File: config.mk
export PLATFORM = sky130hd
export DESIGN_NAME = acc_status_core
export DESIGN_NICKNAME = d
export VERILOG_FILES = /design/src/acc_flags_pkg.sv /design/src/acc_alu.sv /design/src/acc_status_core.sv /design/src/acc_supply_sync.sv
export VERILOG_INCLUDE_DIRS = /design/src
export SDC_FILE = /design/constraint.sdc
export NUM_CORES = 1
export LEC_CHECK = 0
export BUFFER_PORTS_ARGS = -buffer_cell sky130_fd_sc_hd__buf_2
export CELL_PAD_IN_SITES_DETAIL_PLACEMENT = 0
export CELL_PAD_IN_SITES_GLOBAL_PLACEMENT = 2
export CORE_ASPECT_RATIO = 0.6
export CORE_MARGIN = 3
export CORE_UTILIZATION = 35
export CTS_CLUSTER_DIAMETER = 150
export CTS_CLUSTER_SIZE = 12
export DETAILED_ROUTE_END_ITERATION = 7
export GPL_ROUTABILITY_DRIVEN = 0
export PLACE_DENSITY_LB_ADDON = 0.1
export SLEW_MARGIN = 30
export SYNTH_ARGS = -nofsm -noshare
export SYNTH_HDL_FRONTEND = slang
export SYNTH_SLANG_ARGS = --single-unit
File: constraint.sdc
create_clock -name clk_i -period 3.65 [get_ports clk_i]
set_input_delay 0.73 -clock clk_i [delete_from_list [all_inputs] [get_ports clk_i]]
set_output_delay 0.73 -clock clk_i [all_outputs]
set_load 0.01 [all_outputs]
File: src/acc_flags_defs.svh
/*
  Constants for the accumulator and status flag block: data address,
  field positions, reset cause codes, local register offsets, ALU opcodes.
  Assumes nothing; definitions only.
*/
`ifndef ACC_FLAGS_DEFS_SVH
`define ACC_FLAGS_DEFS_SVH

`define STATUS_ADDR 8'h86
`define IRQ_STAT_ADDR 8'h90
`define IRQ_MASK_ADDR 8'h91
`define ACC_VIEW_ADDR 8'h92

`define BIT_CAUSE_HI 7
`define BIT_CAUSE_LO 6
`define BIT_SUP_HIGH 5
`define BIT_SUP_MID 4
`define BIT_UNUSED 3
`define BIT_CARRY 2
`define BIT_NIBBLE 1
`define BIT_ZERO 0

`define CAUSE_WATCHDOG 2'h0
`define CAUSE_LOW_VOLT 2'h2
`define CAUSE_PIN_POR 2'h3

`define FLAGS_RW_MASK 8'hc7
`define SAVE_MASK 8'h3f

`define EVT_ZERO 0
`define EVT_CARRY 1
`define EVT_LOWV 2
`define EVT_WIDTH 3

`define OP_ADD 4'h0
`define OP_ADC 4'h1
`define OP_SUB 4'h2
`define OP_SBC 4'h3
`define OP_AND 4'h4
`define OP_OR 4'h5
`define OP_XOR 4'h6
`define OP_RRC 4'h7
`define OP_RLC 4'h8
`define OP_CMP 4'h9
`define OP_LOAD 4'ha
`define OP_INC 4'hb
`define OP_DEC 4'hc

`endif

File: src/acc_flags_pkg.sv
/*
  Types for the accumulator and status flag block.
  Assumes acc_flags_defs.svh is on the include path.
*/
`include "acc_flags_defs.svh"
package acc_flags_pkg;
  typedef logic [3:0] alu_op_t;
  typedef logic [7:0] byte_t;

  typedef enum logic [2:0] {
    CAUSE_IDLE = 3'h1,
    CAUSE_CAPTURE = 3'h2,
    CAUSE_RUN = 3'h4
  } cause_state_e;
endpackage

File: src/acc_alu.sv
/*
  Combinational ALU: result plus carry, nibble carry and zero.
  Assumes operands come from the same clock domain.
*/
`timescale 1ns/1ns
`default_nettype none
`include "acc_flags_defs.svh"
module acc_alu
  import acc_flags_pkg::*;
(
  input wire acc_flags_pkg::alu_op_t op_i,
  input wire acc_flags_pkg::byte_t a_i,
  input wire acc_flags_pkg::byte_t b_i,
  input wire logic carry_i,
  output acc_flags_pkg::byte_t res_o,
  output logic carry_o,
  output logic nibble_o,
  output logic zero_o,
  output logic carry_upd_o,
  output logic nibble_upd_o
);
  function automatic logic [8:0] add9(input byte_t a, input byte_t b, input logic ci);
    add9 = {1'b0, a} + {1'b0, b} + {8'h00, ci};
  endfunction

  function automatic logic [4:0] add5(input logic [3:0] a, input logic [3:0] b, input logic ci);
    add5 = {1'b0, a} + {1'b0, b} + {4'h0, ci};
  endfunction

  always_comb begin
    logic [8:0] s9;
    logic [4:0] s5;
    s9 = 9'h000;
    s5 = 5'h00;
    res_o = a_i;
    carry_o = carry_i;
    nibble_o = 1'b0;
    carry_upd_o = 1'b0;
    nibble_upd_o = 1'b0;
    unique case (op_i)
      `OP_ADD, `OP_ADC: begin
        s9 = add9(a_i, b_i, (op_i == `OP_ADC) & carry_i);
        s5 = add5(a_i[3:0], b_i[3:0], (op_i == `OP_ADC) & carry_i);
        res_o = s9[7:0];
        carry_o = s9[8];
        nibble_o = s5[4];
        carry_upd_o = 1'b1;
        nibble_upd_o = 1'b1;
      end
      // Subtract as a + ~b + 1, SBC as a + ~b + carry; carry out high means no borrow
      `OP_SUB, `OP_SBC, `OP_CMP: begin
        s9 = add9(a_i, ~b_i, (op_i == `OP_SBC) ? carry_i : 1'b1);
        s5 = add5(a_i[3:0], ~b_i[3:0], (op_i == `OP_SBC) ? carry_i : 1'b1);
        res_o = s9[7:0];
        carry_o = s9[8];
        nibble_o = s5[4];
        carry_upd_o = 1'b1;
        nibble_upd_o = (op_i != `OP_CMP);
      end
      `OP_AND: res_o = a_i & b_i;
      `OP_OR: res_o = a_i | b_i;
      `OP_XOR: res_o = a_i ^ b_i;
      `OP_RRC: begin
        res_o = {carry_i, b_i[7:1]};
        carry_o = b_i[0];
        carry_upd_o = 1'b1;
      end
      `OP_RLC: begin
        res_o = {b_i[6:0], carry_i};
        carry_o = b_i[7];
        carry_upd_o = 1'b1;
      end
      `OP_LOAD: res_o = b_i;
      `OP_INC: res_o = b_i + 8'h01;
      `OP_DEC: res_o = b_i - 8'h01;
      default: res_o = a_i;
    endcase
    zero_o = (res_o == 8'h00);
  end
endmodule
`default_nettype wire

File: src/acc_status_core.sv
/*
  Accumulator and program status flag register with a one-deep save
  buffer, reset cause capture, supply detect flags and an interrupt.
  Assumes the core drives op strobes on clk_i; cause and supply inputs
  are asynchronous levels, cause latched once after reset release.
*/
// The plain strobed port is this design's own decision.
// What this block does
// - Eight-bit accumulator between ALU and memory
// - ALU operations update zero; add and subtract also carry and nibble carry, compare and shifts carry only
// - Accumulator has no data memory address
// - Interrupt entry leaves accumulator and flags untouched
// - Save copies both; restore reloads both
// - One level save, reset cause excluded
// - Status register at 0x86 with fixed layout
// - Reset cause coded watchdog, low-voltage, pin
// - Bit 5 shows supply at or below high
// - Bit 4 shows supply at or below mid
// - Carry set by carry, no-borrow, shift, compare
// - Nibble carry on low-nibble carry or no-borrow
// - Zero flag follows result being zero
`timescale 1ns/1ns
`default_nettype none
`include "acc_flags_defs.svh"
module acc_status_core
  import acc_flags_pkg::*;
(
  input wire logic clk_i,
  input wire logic rstn_i,
  input wire logic [1:0] reset_cause_i,
  input wire logic supply_detect_high_option_i,
  input wire logic supply_detect_mid_option_i,
  input wire logic supply_below_high_i,
  input wire logic supply_below_mid_i,
  input wire logic alu_valid_i,
  input wire acc_flags_pkg::alu_op_t alu_op_i,
  input wire acc_flags_pkg::byte_t alu_operand_i,
  input wire logic acc_write_i,
  input wire acc_flags_pkg::byte_t acc_wdata_i,
  input wire logic push_i,
  input wire logic pop_i,
  input wire logic irq_entry_i,
  input wire logic [7:0] addr_i,
  input wire acc_flags_pkg::byte_t wdata_i,
  input wire logic wr_i,
  input wire logic rd_i,
  output acc_flags_pkg::byte_t rdata_o,
  output acc_flags_pkg::byte_t working_accumulator_o,
  output acc_flags_pkg::byte_t alu_result_o,
  output logic alu_result_valid_o,
  output acc_flags_pkg::byte_t program_status_flags_o,
  output logic irq_o
);
  import acc_flags_pkg::*;

  typedef struct packed {
    cause_state_e cst;
    logic cause_wait;
    byte_t acc;
    logic [1:0] cause;
    logic [2:0] alu_flags;
    byte_t save_acc;
    logic [2:0] save_flags;
    logic [`EVT_WIDTH-1:0] irq_stat;
    logic [`EVT_WIDTH-1:0] irq_mask;
    logic [1:0] sup_prev;
    byte_t rdata;
    byte_t res;
    logic res_valid;
    byte_t flags_out;
    logic irq;
  } state_s;

  state_s s_q, s_d;
  logic [1:0] sup_sync, cause_sync;
  byte_t alu_res;
  logic alu_c, alu_n, alu_z, c_upd, n_upd;

  acc_supply_sync u_sup_sync (
    .clk_i(clk_i),
    .rstn_i(rstn_i),
    .async_i({supply_below_high_i, supply_below_mid_i}),
    .sync_o(sup_sync)
  );

  acc_supply_sync u_cause_sync (
    .clk_i(clk_i),
    .rstn_i(rstn_i),
    .async_i(reset_cause_i),
    .sync_o(cause_sync)
  );

  acc_alu u_alu (
    .op_i(alu_op_i),
    .a_i(s_q.acc),
    .b_i(alu_operand_i),
    .carry_i(s_q.alu_flags[`BIT_CARRY]),
    .res_o(alu_res),
    .carry_o(alu_c),
    .nibble_o(alu_n),
    .zero_o(alu_z),
    .carry_upd_o(c_upd),
    .nibble_upd_o(n_upd)
  );

  // Assemble the status byte; supply bits show only under their build option
  function automatic byte_t status_byte(input logic [1:0] cause, input logic [1:0] sup,
                                        input logic [2:0] fl);
    byte_t b;
    b = 8'h00;
    b[`BIT_CAUSE_HI] = cause[1];
    b[`BIT_CAUSE_LO] = cause[0];
    b[`BIT_SUP_HIGH] = sup[1] & supply_detect_high_option_i;
    b[`BIT_SUP_MID] = sup[0] & supply_detect_mid_option_i;
    b[`BIT_UNUSED] = 1'b0;
    b[`BIT_CARRY] = fl[`BIT_CARRY];
    b[`BIT_NIBBLE] = fl[`BIT_NIBBLE];
    b[`BIT_ZERO] = fl[`BIT_ZERO];
    status_byte = b;
  endfunction

  always_comb begin
    logic [`EVT_WIDTH-1:0] evt;
    logic [2:0] fl;
    byte_t cur;
    evt = '0;
    s_d = s_q;
    fl = s_q.alu_flags;
    cur = status_byte(s_q.cause, sup_sync, s_q.alu_flags);
    s_d.sup_prev = sup_sync;
    s_d.res_valid = 1'b0;

    // Cause is latched once, after the synchroniser has filled, since async reset may not sample ports
    unique case (s_q.cst)
      CAUSE_IDLE: begin
        s_d.cause_wait = 1'b1;
        if (s_q.cause_wait) s_d.cst = CAUSE_CAPTURE;
      end
      CAUSE_CAPTURE: begin
        s_d.cause = cause_sync;
        s_d.cst = CAUSE_RUN;
      end
      CAUSE_RUN: s_d.cst = CAUSE_RUN;
    endcase

    // irq_entry_i is deliberately unused for state: nothing is saved on entry
    if (pop_i) begin
      s_d.acc = s_q.save_acc;
      fl = s_q.save_flags;
    end else if (alu_valid_i) begin
      s_d.acc = alu_res;
      s_d.res = alu_res;
      s_d.res_valid = 1'b1;
      fl[`BIT_ZERO] = alu_z;
      if (c_upd) fl[`BIT_CARRY] = alu_c;
      if (n_upd) fl[`BIT_NIBBLE] = alu_n;
      evt[`EVT_ZERO] = alu_z;
      evt[`EVT_CARRY] = c_upd & alu_c;
    end else if (acc_write_i) begin
      s_d.acc = acc_wdata_i;
    end
    if (push_i) begin
      s_d.save_acc = s_q.acc;
      s_d.save_flags = s_q.alu_flags;
    end

    // Register bus; the accumulator itself has no address here
    if (wr_i && addr_i == `STATUS_ADDR) begin
      fl = wdata_i[2:0];
      s_d.cause = {wdata_i[`BIT_CAUSE_HI], wdata_i[`BIT_CAUSE_LO]};
    end
    s_d.alu_flags = fl;

    evt[`EVT_LOWV] = |(sup_sync & ~s_q.sup_prev);
    s_d.irq_stat = s_q.irq_stat;
    if (wr_i && addr_i == `IRQ_STAT_ADDR) s_d.irq_stat = s_q.irq_stat & ~wdata_i[`EVT_WIDTH-1:0];
    if (wr_i && addr_i == `IRQ_MASK_ADDR) s_d.irq_mask = wdata_i[`EVT_WIDTH-1:0];
    s_d.irq_stat = s_d.irq_stat | evt;

    s_d.rdata = 8'h00;
    if (rd_i) begin
      unique case (addr_i)
        `STATUS_ADDR: s_d.rdata = cur;
        `IRQ_STAT_ADDR: s_d.rdata = {5'h00, s_q.irq_stat};
        `IRQ_MASK_ADDR: s_d.rdata = {5'h00, s_q.irq_mask};
        default: s_d.rdata = 8'h00;
      endcase
    end
    s_d.flags_out = status_byte(s_d.cause, sup_sync, s_d.alu_flags);
    s_d.irq = |(s_d.irq_stat & s_d.irq_mask);
  end

  always_ff @(posedge clk_i or negedge rstn_i) begin
    if (!rstn_i) begin
      s_q <= '0;
      s_q.cst <= CAUSE_IDLE;
      s_q.cause <= `CAUSE_PIN_POR;
    end else begin
      s_q <= s_d;
    end
  end

  assign rdata_o = s_q.rdata;
  assign working_accumulator_o = s_q.acc;
  assign alu_result_o = s_q.res;
  assign alu_result_valid_o = s_q.res_valid;
  assign program_status_flags_o = s_q.flags_out;
  assign irq_o = s_q.irq;
endmodule
`default_nettype wire

File: src/acc_supply_sync.sv
/*
  Two-stage synchroniser for the supply detector levels.
  Assumes the detector outputs are asynchronous levels.
*/
`timescale 1ns/1ns
`default_nettype none
module acc_supply_sync (
  input wire logic clk_i,
  input wire logic rstn_i,
  input wire logic [1:0] async_i,
  output logic [1:0] sync_o
);
  logic [1:0] meta_q;
  always_ff @(posedge clk_i or negedge rstn_i) begin
    if (!rstn_i) begin
      meta_q <= 2'h0;
      sync_o <= 2'h0;
    end else begin
      meta_q <= async_i;
      sync_o <= meta_q;
    end
  end
endmodule
`default_nettype wire

Word level (Yosys, flattened, before mapping)
Index checks and enable logic that the tools add are counted.
{ "op_classes": {"shift": 0, "mul": 0, "magnitude_cmp": 0, "n_eq_ne": 20, "reduce_logical": 13, "div_mod_pow": 0, "mux": 26, "bitwise": 16, "n_addsub": 10} }
{ "ops": {"columns": ["op", "n"], "rows": [
  ["$pmux W8 S10", 1],
  ["$mux W8", 4],
  ["$eq A8 B8 Y1 const B", 3],
  ["$pmux W8 S3", 1],
  ["$eq A4 B4 Y1 const B", 5],
  ["$add A8 B8 Y9", 2],
  ["$add A9 B1 Y9", 2],
  ["$mux W3", 6],
  ["$eq A4 B3 Y1 const B", 4],
  ["$add A4 B4 Y5", 2],
  ["$add A5 B1 Y5", 2],
  ["$add A8 B1 Y8 const B", 1],
  ["$and A8 B8 Y8", 1],
  ["$eq A4 B2 Y1 const B", 2],
  ["$logic_not A8 Y1", 1],
  ["$mux W2", 4],
  ["$not A8 Y8", 1],
  ["$or A8 B8 Y8", 1],
  ["$sub A8 B1 Y8 const B", 1],
  ["$xor A8 B8 Y8", 1],
  ["$reduce_or A7 Y1", 1],
  ["$and A3 B3 Y3", 2],
  ["$mux W1", 6],
  ["$pmux W3 S2", 1],
  ["21 further kinds", 30]
]} }
{ "totals": {"out_inout_bits": 34, "word_cells": 104, "ramBits": 0, "input_bits": 51, "mem_count": 0, "rom_bits": 0, "latchBits": 0, "regBits": 69} }

Logic depth before layout (Yosys ltp)
{ "depth": {"ltp_word": 10, "depth_mapped": 14} }

Modules after synthesis
A second synthesis with hierarchy kept.
{ "hier_totals": {"cells_unflattened": 546, "area_unflattened_um2": 4872.2} }
{ "by_module_without_submodules": {"columns": ["module", "area_per_inst_um2", "seq_area_each_um2", "cells_each", "n_inst"], "rows": [
  ["acc_status_core", 2703.8, 1430.1, 265, 1],
  ["acc_alu", 1968.1, 0.0, 273, 1],
  ["acc_supply_sync", 100.1, 100.1, 4, 2]
]} }

Least setup slack after synthesis
OpenSTA, ideal clock, no wires.
{ "synth_path": {"path_kind": "input to register", "start": "input port alu_op_i[2]", "end": "register s_q[45] in the netlist's numbering", "t_arrival_ns": 3.599, "slack_ns": -0.041, "path_stages": 14, "required_ns": 3.558, "path_buffers": 3, "cell_sequence": "buf_4 buf_2 buf_2 nor2_1 nand3_1 fa_1 fa_1 xnor2_1 a32oi_1 o2111ai_1 a221o_1 a2111oi_4 nand4_2 o31ai_2"} }
{ "synth_via": {"elab_chain_len": 8, "elab_cells_between_ends": 24, "cone_classes": "add/sub: 2; eq/ne: 12; mux: 5; bitwise: 1; reduce/logical: 4"} }
{ "synth_lines": {"columns": ["element", "line", "source"], "rows": [
  ["start: declaration", "acc_status_core.sv:36", "input wire acc_flags_pkg::alu_op_t alu_op_i,"],
  ["$eq A4 B2 Y1 / $eq A4 B1 Y1 (equally long branches)", "acc_alu.sv:40", "unique case (op_i)"],
  ["$mux W1 / $and A1 B1 Y1 (equally long branches)", "acc_alu.sv:52, acc_alu.sv:42", null],
  ["$add A9 B1 Y9", "acc_alu.sv:23", "add9 = {1'b0, a} + {1'b0, b} + {8'h00, ci};"],
  ["$pmux W8 S10 (*)", "acc_alu.sv:40", null],
  ["$logic_not A8 Y1 (*)", "acc_alu.sv:78", "zero_o = (res_o == 8'h00);"],
  ["$mux W3 (*)", "acc_status_core.sv:150", "end else if (alu_valid_i) begin"],
  ["$mux W3 (*)", "acc_status_core.sv:147", "if (pop_i) begin"],
  ["$mux W3 (*)", "acc_status_core.sv:168", "if (wr_i && addr_i == `STATUS_ADDR) begin"],
  ["end: declaration", "acc_status_core.sv:74", "state_s s_q, s_d;"]
]} }
Every way passes the cells marked *; elsewhere a longest branch is shown, timed or not.
A chain may end at the register's enable or synchronous reset.

Worst setup path in the final report
{ "layout_path": {"start": "input port alu_op_i[0]", "end": "register s_q[45] in the netlist's numbering"} }
The elaborated chain is that of the path after synthesis.

==> impl_summary.txt <==
----------------------------------------------------
[Setup path]
  Reg2Reg Launch Point ... program_status_flags_o[2]
  Cell repeated most along the worst path ... sky130_fd_sc_hd__fa_1
  Maximum single-stage delay on the critical path ... 0.45 ns
  Count of buffering cells on the critical path with inverters included ... 1
  Kind of capture point of the worst setup path ... flip-flop
  Critical path data arrival time ... 3.57 ns
  WS Path Type ... input pin to flip-flop
  Crit-path slowest cell ... sky130_fd_sc_hd__fa_1
  Maximum net fanout on the critical path ... 5
  Critical path's top delay family ... compound AO/OA/AOI/OAI gates
  Cell breakdown of the critical path ... buf_2 > nor2b_4 > nand3_1 > fa_1 > fa_1 > xnor2_1 > a32oi_1 > o2111ai_1 > a221o_1 > a2111oi_4 > nand4_2 > o31ai_2
  Required time of the critical path ... 3.89 ns
  Worst setup path startpoint ... alu_op_i[0]
  Startpoint type of the worst setup path ... input pin

[Floorplanning]
  Number of placement rows ... 33
  Ports ... 85
  Die X ... 161 um
  Starting density of the core ... 36.3%
  Vertical die dimension ... 98.7 um
  Core region area ... 13,800 um2
  Total die area ... 15,900 um2

[STA]
  Unrepaired setup endpoints after global routing ... no
  Fin Setup TNS ... 0 ns
  Max-Slew Margin vs Limit ... 57.9%
  Layout Skew ... 0.00606 ns
  Period Utilization, post-route ... 91.1%
  Count of final max-slew check failures ... 0
  Post-layout min period ... 3.32 ns
  Highest Clock Rate ... 301 MHz
  Final setup viols ... 0
  Final hold violation count ... 0
  Actual slew at the worst max-slew pin ... 0.624 ns

[CTS]
  Hold_buf cts ... 0
  Inserted Clock Buffers ... 9
  Number of buffers added for setup after CTS ... 0
  Post-cts repair resize count ... 0
  Number of buffers on the longest clock path ... 2
  Clock latency reported for the late side of the worst-skew pair ... 0.33 ns
  CTS Root Buffer Type ... sky130_fd_sc_hd__clkbuf_16
  CTS tree ... built
  Worst-path clk slew ... 0.06 ns
  H-tree levels ... 3
  CTS sink cnt ... 65

[Synthesis]
  Post-synth EDFFs ... 0
  Share of the synthesized area in compound gates (AO/OA/AOI/OAI) ... 22.6%
  Mux share of post-synthesis cell area ... 7.01%
  Share of flip-flops with an asynchronous set or reset after synthesis ... 100%
  Number of library cell types mapped by synthesis ... 79
  Post-synth top area cell ... sky130_fd_sc_hd__dfrtp_1
  Arithmetic-cell share of the synthesized area counting full adders, half adders and majority gates ... 7.58%
  Leading register cell type out of synthesis ... sky130_fd_sc_hd__dfrtp_1
  Sequential fraction of the synthesis area ... 32.5%
  Number of synthesis warnings ... 0
  Simple-Gate Fraction of Synth Area ... 17.6%
  Mapped Avg Cell Area ... 9.06 um2
  Cells after synthesis ... 554
  Area share of the largest cell type after synthesis ... 30.9%
  Post-Synthesis Cell Area ... 5020 um2
  Main combinational cell family by area after synthesis ... compound AO/OA/AOI/OAI gates
  Count of state elements after synthesis ... 65
  Xor/xnor share of the synthesized area ... 1.57%
  Leading cell types by total area after synthesis ... sky130_fd_sc_hd__dfrtp_1 (31%), sky130_fd_sc_hd__ha_1 (6.0%), sky130_fd_sc_hd__buf_4 (5.4%)

[Layout]
  Final Util ... 42.6%
  Layout overhead on the synthesized area ... 17.3%
  Final standard cell area without fillers ... 5890 um2
  Commonest non-fill, non-tap cells in the layout ... sky130_fd_sc_hd__buf_2 (77), sky130_fd_sc_hd__dfrtp_1 (62), sky130_fd_sc_hd__buf_4 (46), sky130_fd_sc_hd__nand2_1 (43), sky130_fd_sc_hd__nor2_1 (33)
  Count of placed standard cells in the final layout, fillers left out ... 818
  Diode count ... 0
  Fill count ... 1,398
  Leading cell type in the layout, fill and taps excluded ... sky130_fd_sc_hd__buf_2
  Fraction of final layout cells with drive strength greater than 1 ... 28.1%
  Nets@finish ... 700

[Global route]
  Via count of the first global-routing pass ... 4,293
  Global-route usage over all layers ... 20.9%
  Wire length of the first global-routing pass ... 25,500 um
  Pin count of the biggest net entering global routing ... 46
  Overflow left after global routing ... 0
  Antenna violations before repair ... 0

[Power and ir drop]
  Pwr/cell area ... 461 nW/um2
  Fraction of power spent switching nets ... 33.6%
  Flop pwr share ... 32.9%
  Internal Power ... 1.80 mW
  Worst ir drop on vdd ... 0.228 mV
  Clock network fraction of total power ... 34.5%
  Leakage power of the design ... 2.75 nW
  Net switching power ... 0.912 mW
  Combinational share of power ... 32.6%

[Drt]
  Post-detailed-route count of antenna-violating nets ... 0
  Number of DRC violations after detailed routing ... 0
  Starting DRT DRC Count ... 298
  Total wire length ... 16,400 um
  Average detailed-routed wire length per instance ... 20.1 um
  Via density ... 5.39
  Via total after detailed routing ... 4,410
  Pre-antenna DRT Iters ... 7

[Placed design]
  # placed instances ... 802
  Post-Place Cell Area ... 5560 um2
  Detail Placement HPWL ... 13,100 um
  Number of I/O port buffers ... 78

[Run]
  Number of violations of the max-capacitance limit ... 0

[Hold path]
  Type of the worst min-delay path ... flip-flop to flip-flop
  Worst hold start ... u_sup_sync.meta_q[0]

[Status]
  Outcome ... finished clean

----------------------------------------------------
==> worst register-to-register path: cells and delay by family, from the launching register on <==
| family | cells | cell delay [ns] |
|---|---|---|
| and+or+nand+nor | 4 | 0.82 |
| adders and majority gates | 2 | 0.77 |
| DFF | 1 | 0.41 |
| buffers and inverters | 1 | 0.18 |
| AOI/OAI and AO/OA | 3 | 0.75 |
| muxes | 1 | 0.11 |
==> metal layers <==
metal	part of all wire, %	track usage [%]
met5	0	0
met1	55	35.5
met2	38	25.8
met4	0.57	3.47
met3	6.5	5.00
==> logic make-up after synthesis <==
| kind of cell | after synthesis |
|---|---|
| compound gates | 157 |
| xor+xnor | 9 |
| fa+ha+maj | 28 |
| buf+inv | 99 |
| flops | 65 |
| mux | 33 |
| other cells | 1 |
| simple gates | 162 |
==> path summary, 6_finish.rpt <==
path                                         to  slack, ns  cells after the start
max                                     s_q[45]       0.33                     12
min                        u_sup_sync.sync_o[0]       0.35                      0
max reg2reg                             s_q[45]       0.52                     11
min reg2reg                u_sup_sync.sync_o[0]       0.35                      0
max in group asynchronous               s_q[59]       2.58                      2
min in group asynchronous            rdata_o[2]       0.39                      1
==> per-stage QoR <==
stage | power [mW] | setup slack, ns | hold WS [ns]
6_report | 2.71 | 0.327 | 0.349
3_3_place_gp | 1.77 | 0.0496 | 0.334
4_1_cts | 2.73 | 0.342 | 0.351
5_1_grt | 2.88 | 0.157 | 0.354
3_5_place_dp | 1.78 | 0.00423 | 0.336
2_1_floorplan | 1.47 | 0.0143 | 0.331
==> state kept, by name, summed over array words and instances (netlist names) <==
register,cells
s_q,27
u_cause_sync.sync_o,2
working_accumulator_o,8
u_cause_sync.meta_q,2
irq_o,1
u_sup_sync.sync_o,2
rdata_o,7
alu_result_valid_o,1
program_status_flags_o,5
u_sup_sync.meta_q,2
alu_result_o,8
==> cell usage after synthesis (all sizes together), types with 9 or more instances <==
library cell / n
a211oi: 12
a21o: 11
a21oi: 30
and2: 10
buf: 52
clkbuf: 16
dfrtp: 62
ha: 24
inv: 29
mux2: 17
mux2i: 16
nand2: 43
nand3: 15
nor2: 34
nor2b: 9
o21ai: 30
==> power groups by stage <==
| stage | Sequential (mW) | Clock (mW) | Combinational (mW) |
|---|---|---|---|
| 2_1_floorplan | 0.884 | 0 | 0.591 |
| 3_3_place_gp | 0.901 | 0 | 0.871 |
| 6_report | 0.893 | 0.935 | 0.886 |
| 5_1_grt | 0.906 | 0.999 | 0.971 |
| 4_1_cts | 0.894 | 0.958 | 0.878 |
| 3_5_place_dp | 0.907 | 0 | 0.874 |
==> layout make-up <==
class / instances / area [um2] / share of cell area (%)
Sequential cell: 65 / 1630 / 27.7
Clock inverter: 7 / 103 / 1.74
Multi-Input combinational cell: 391 / 2840 / 48.3
Inverter: 31 / 116 / 1.98
Tap cell: 192 / 240 / 4.08
Timing Repair Buffer: 123 / 731 / 12.4
Clock buffer: 9 / 225 / 3.83
Power figures use the tool's default switching activity.
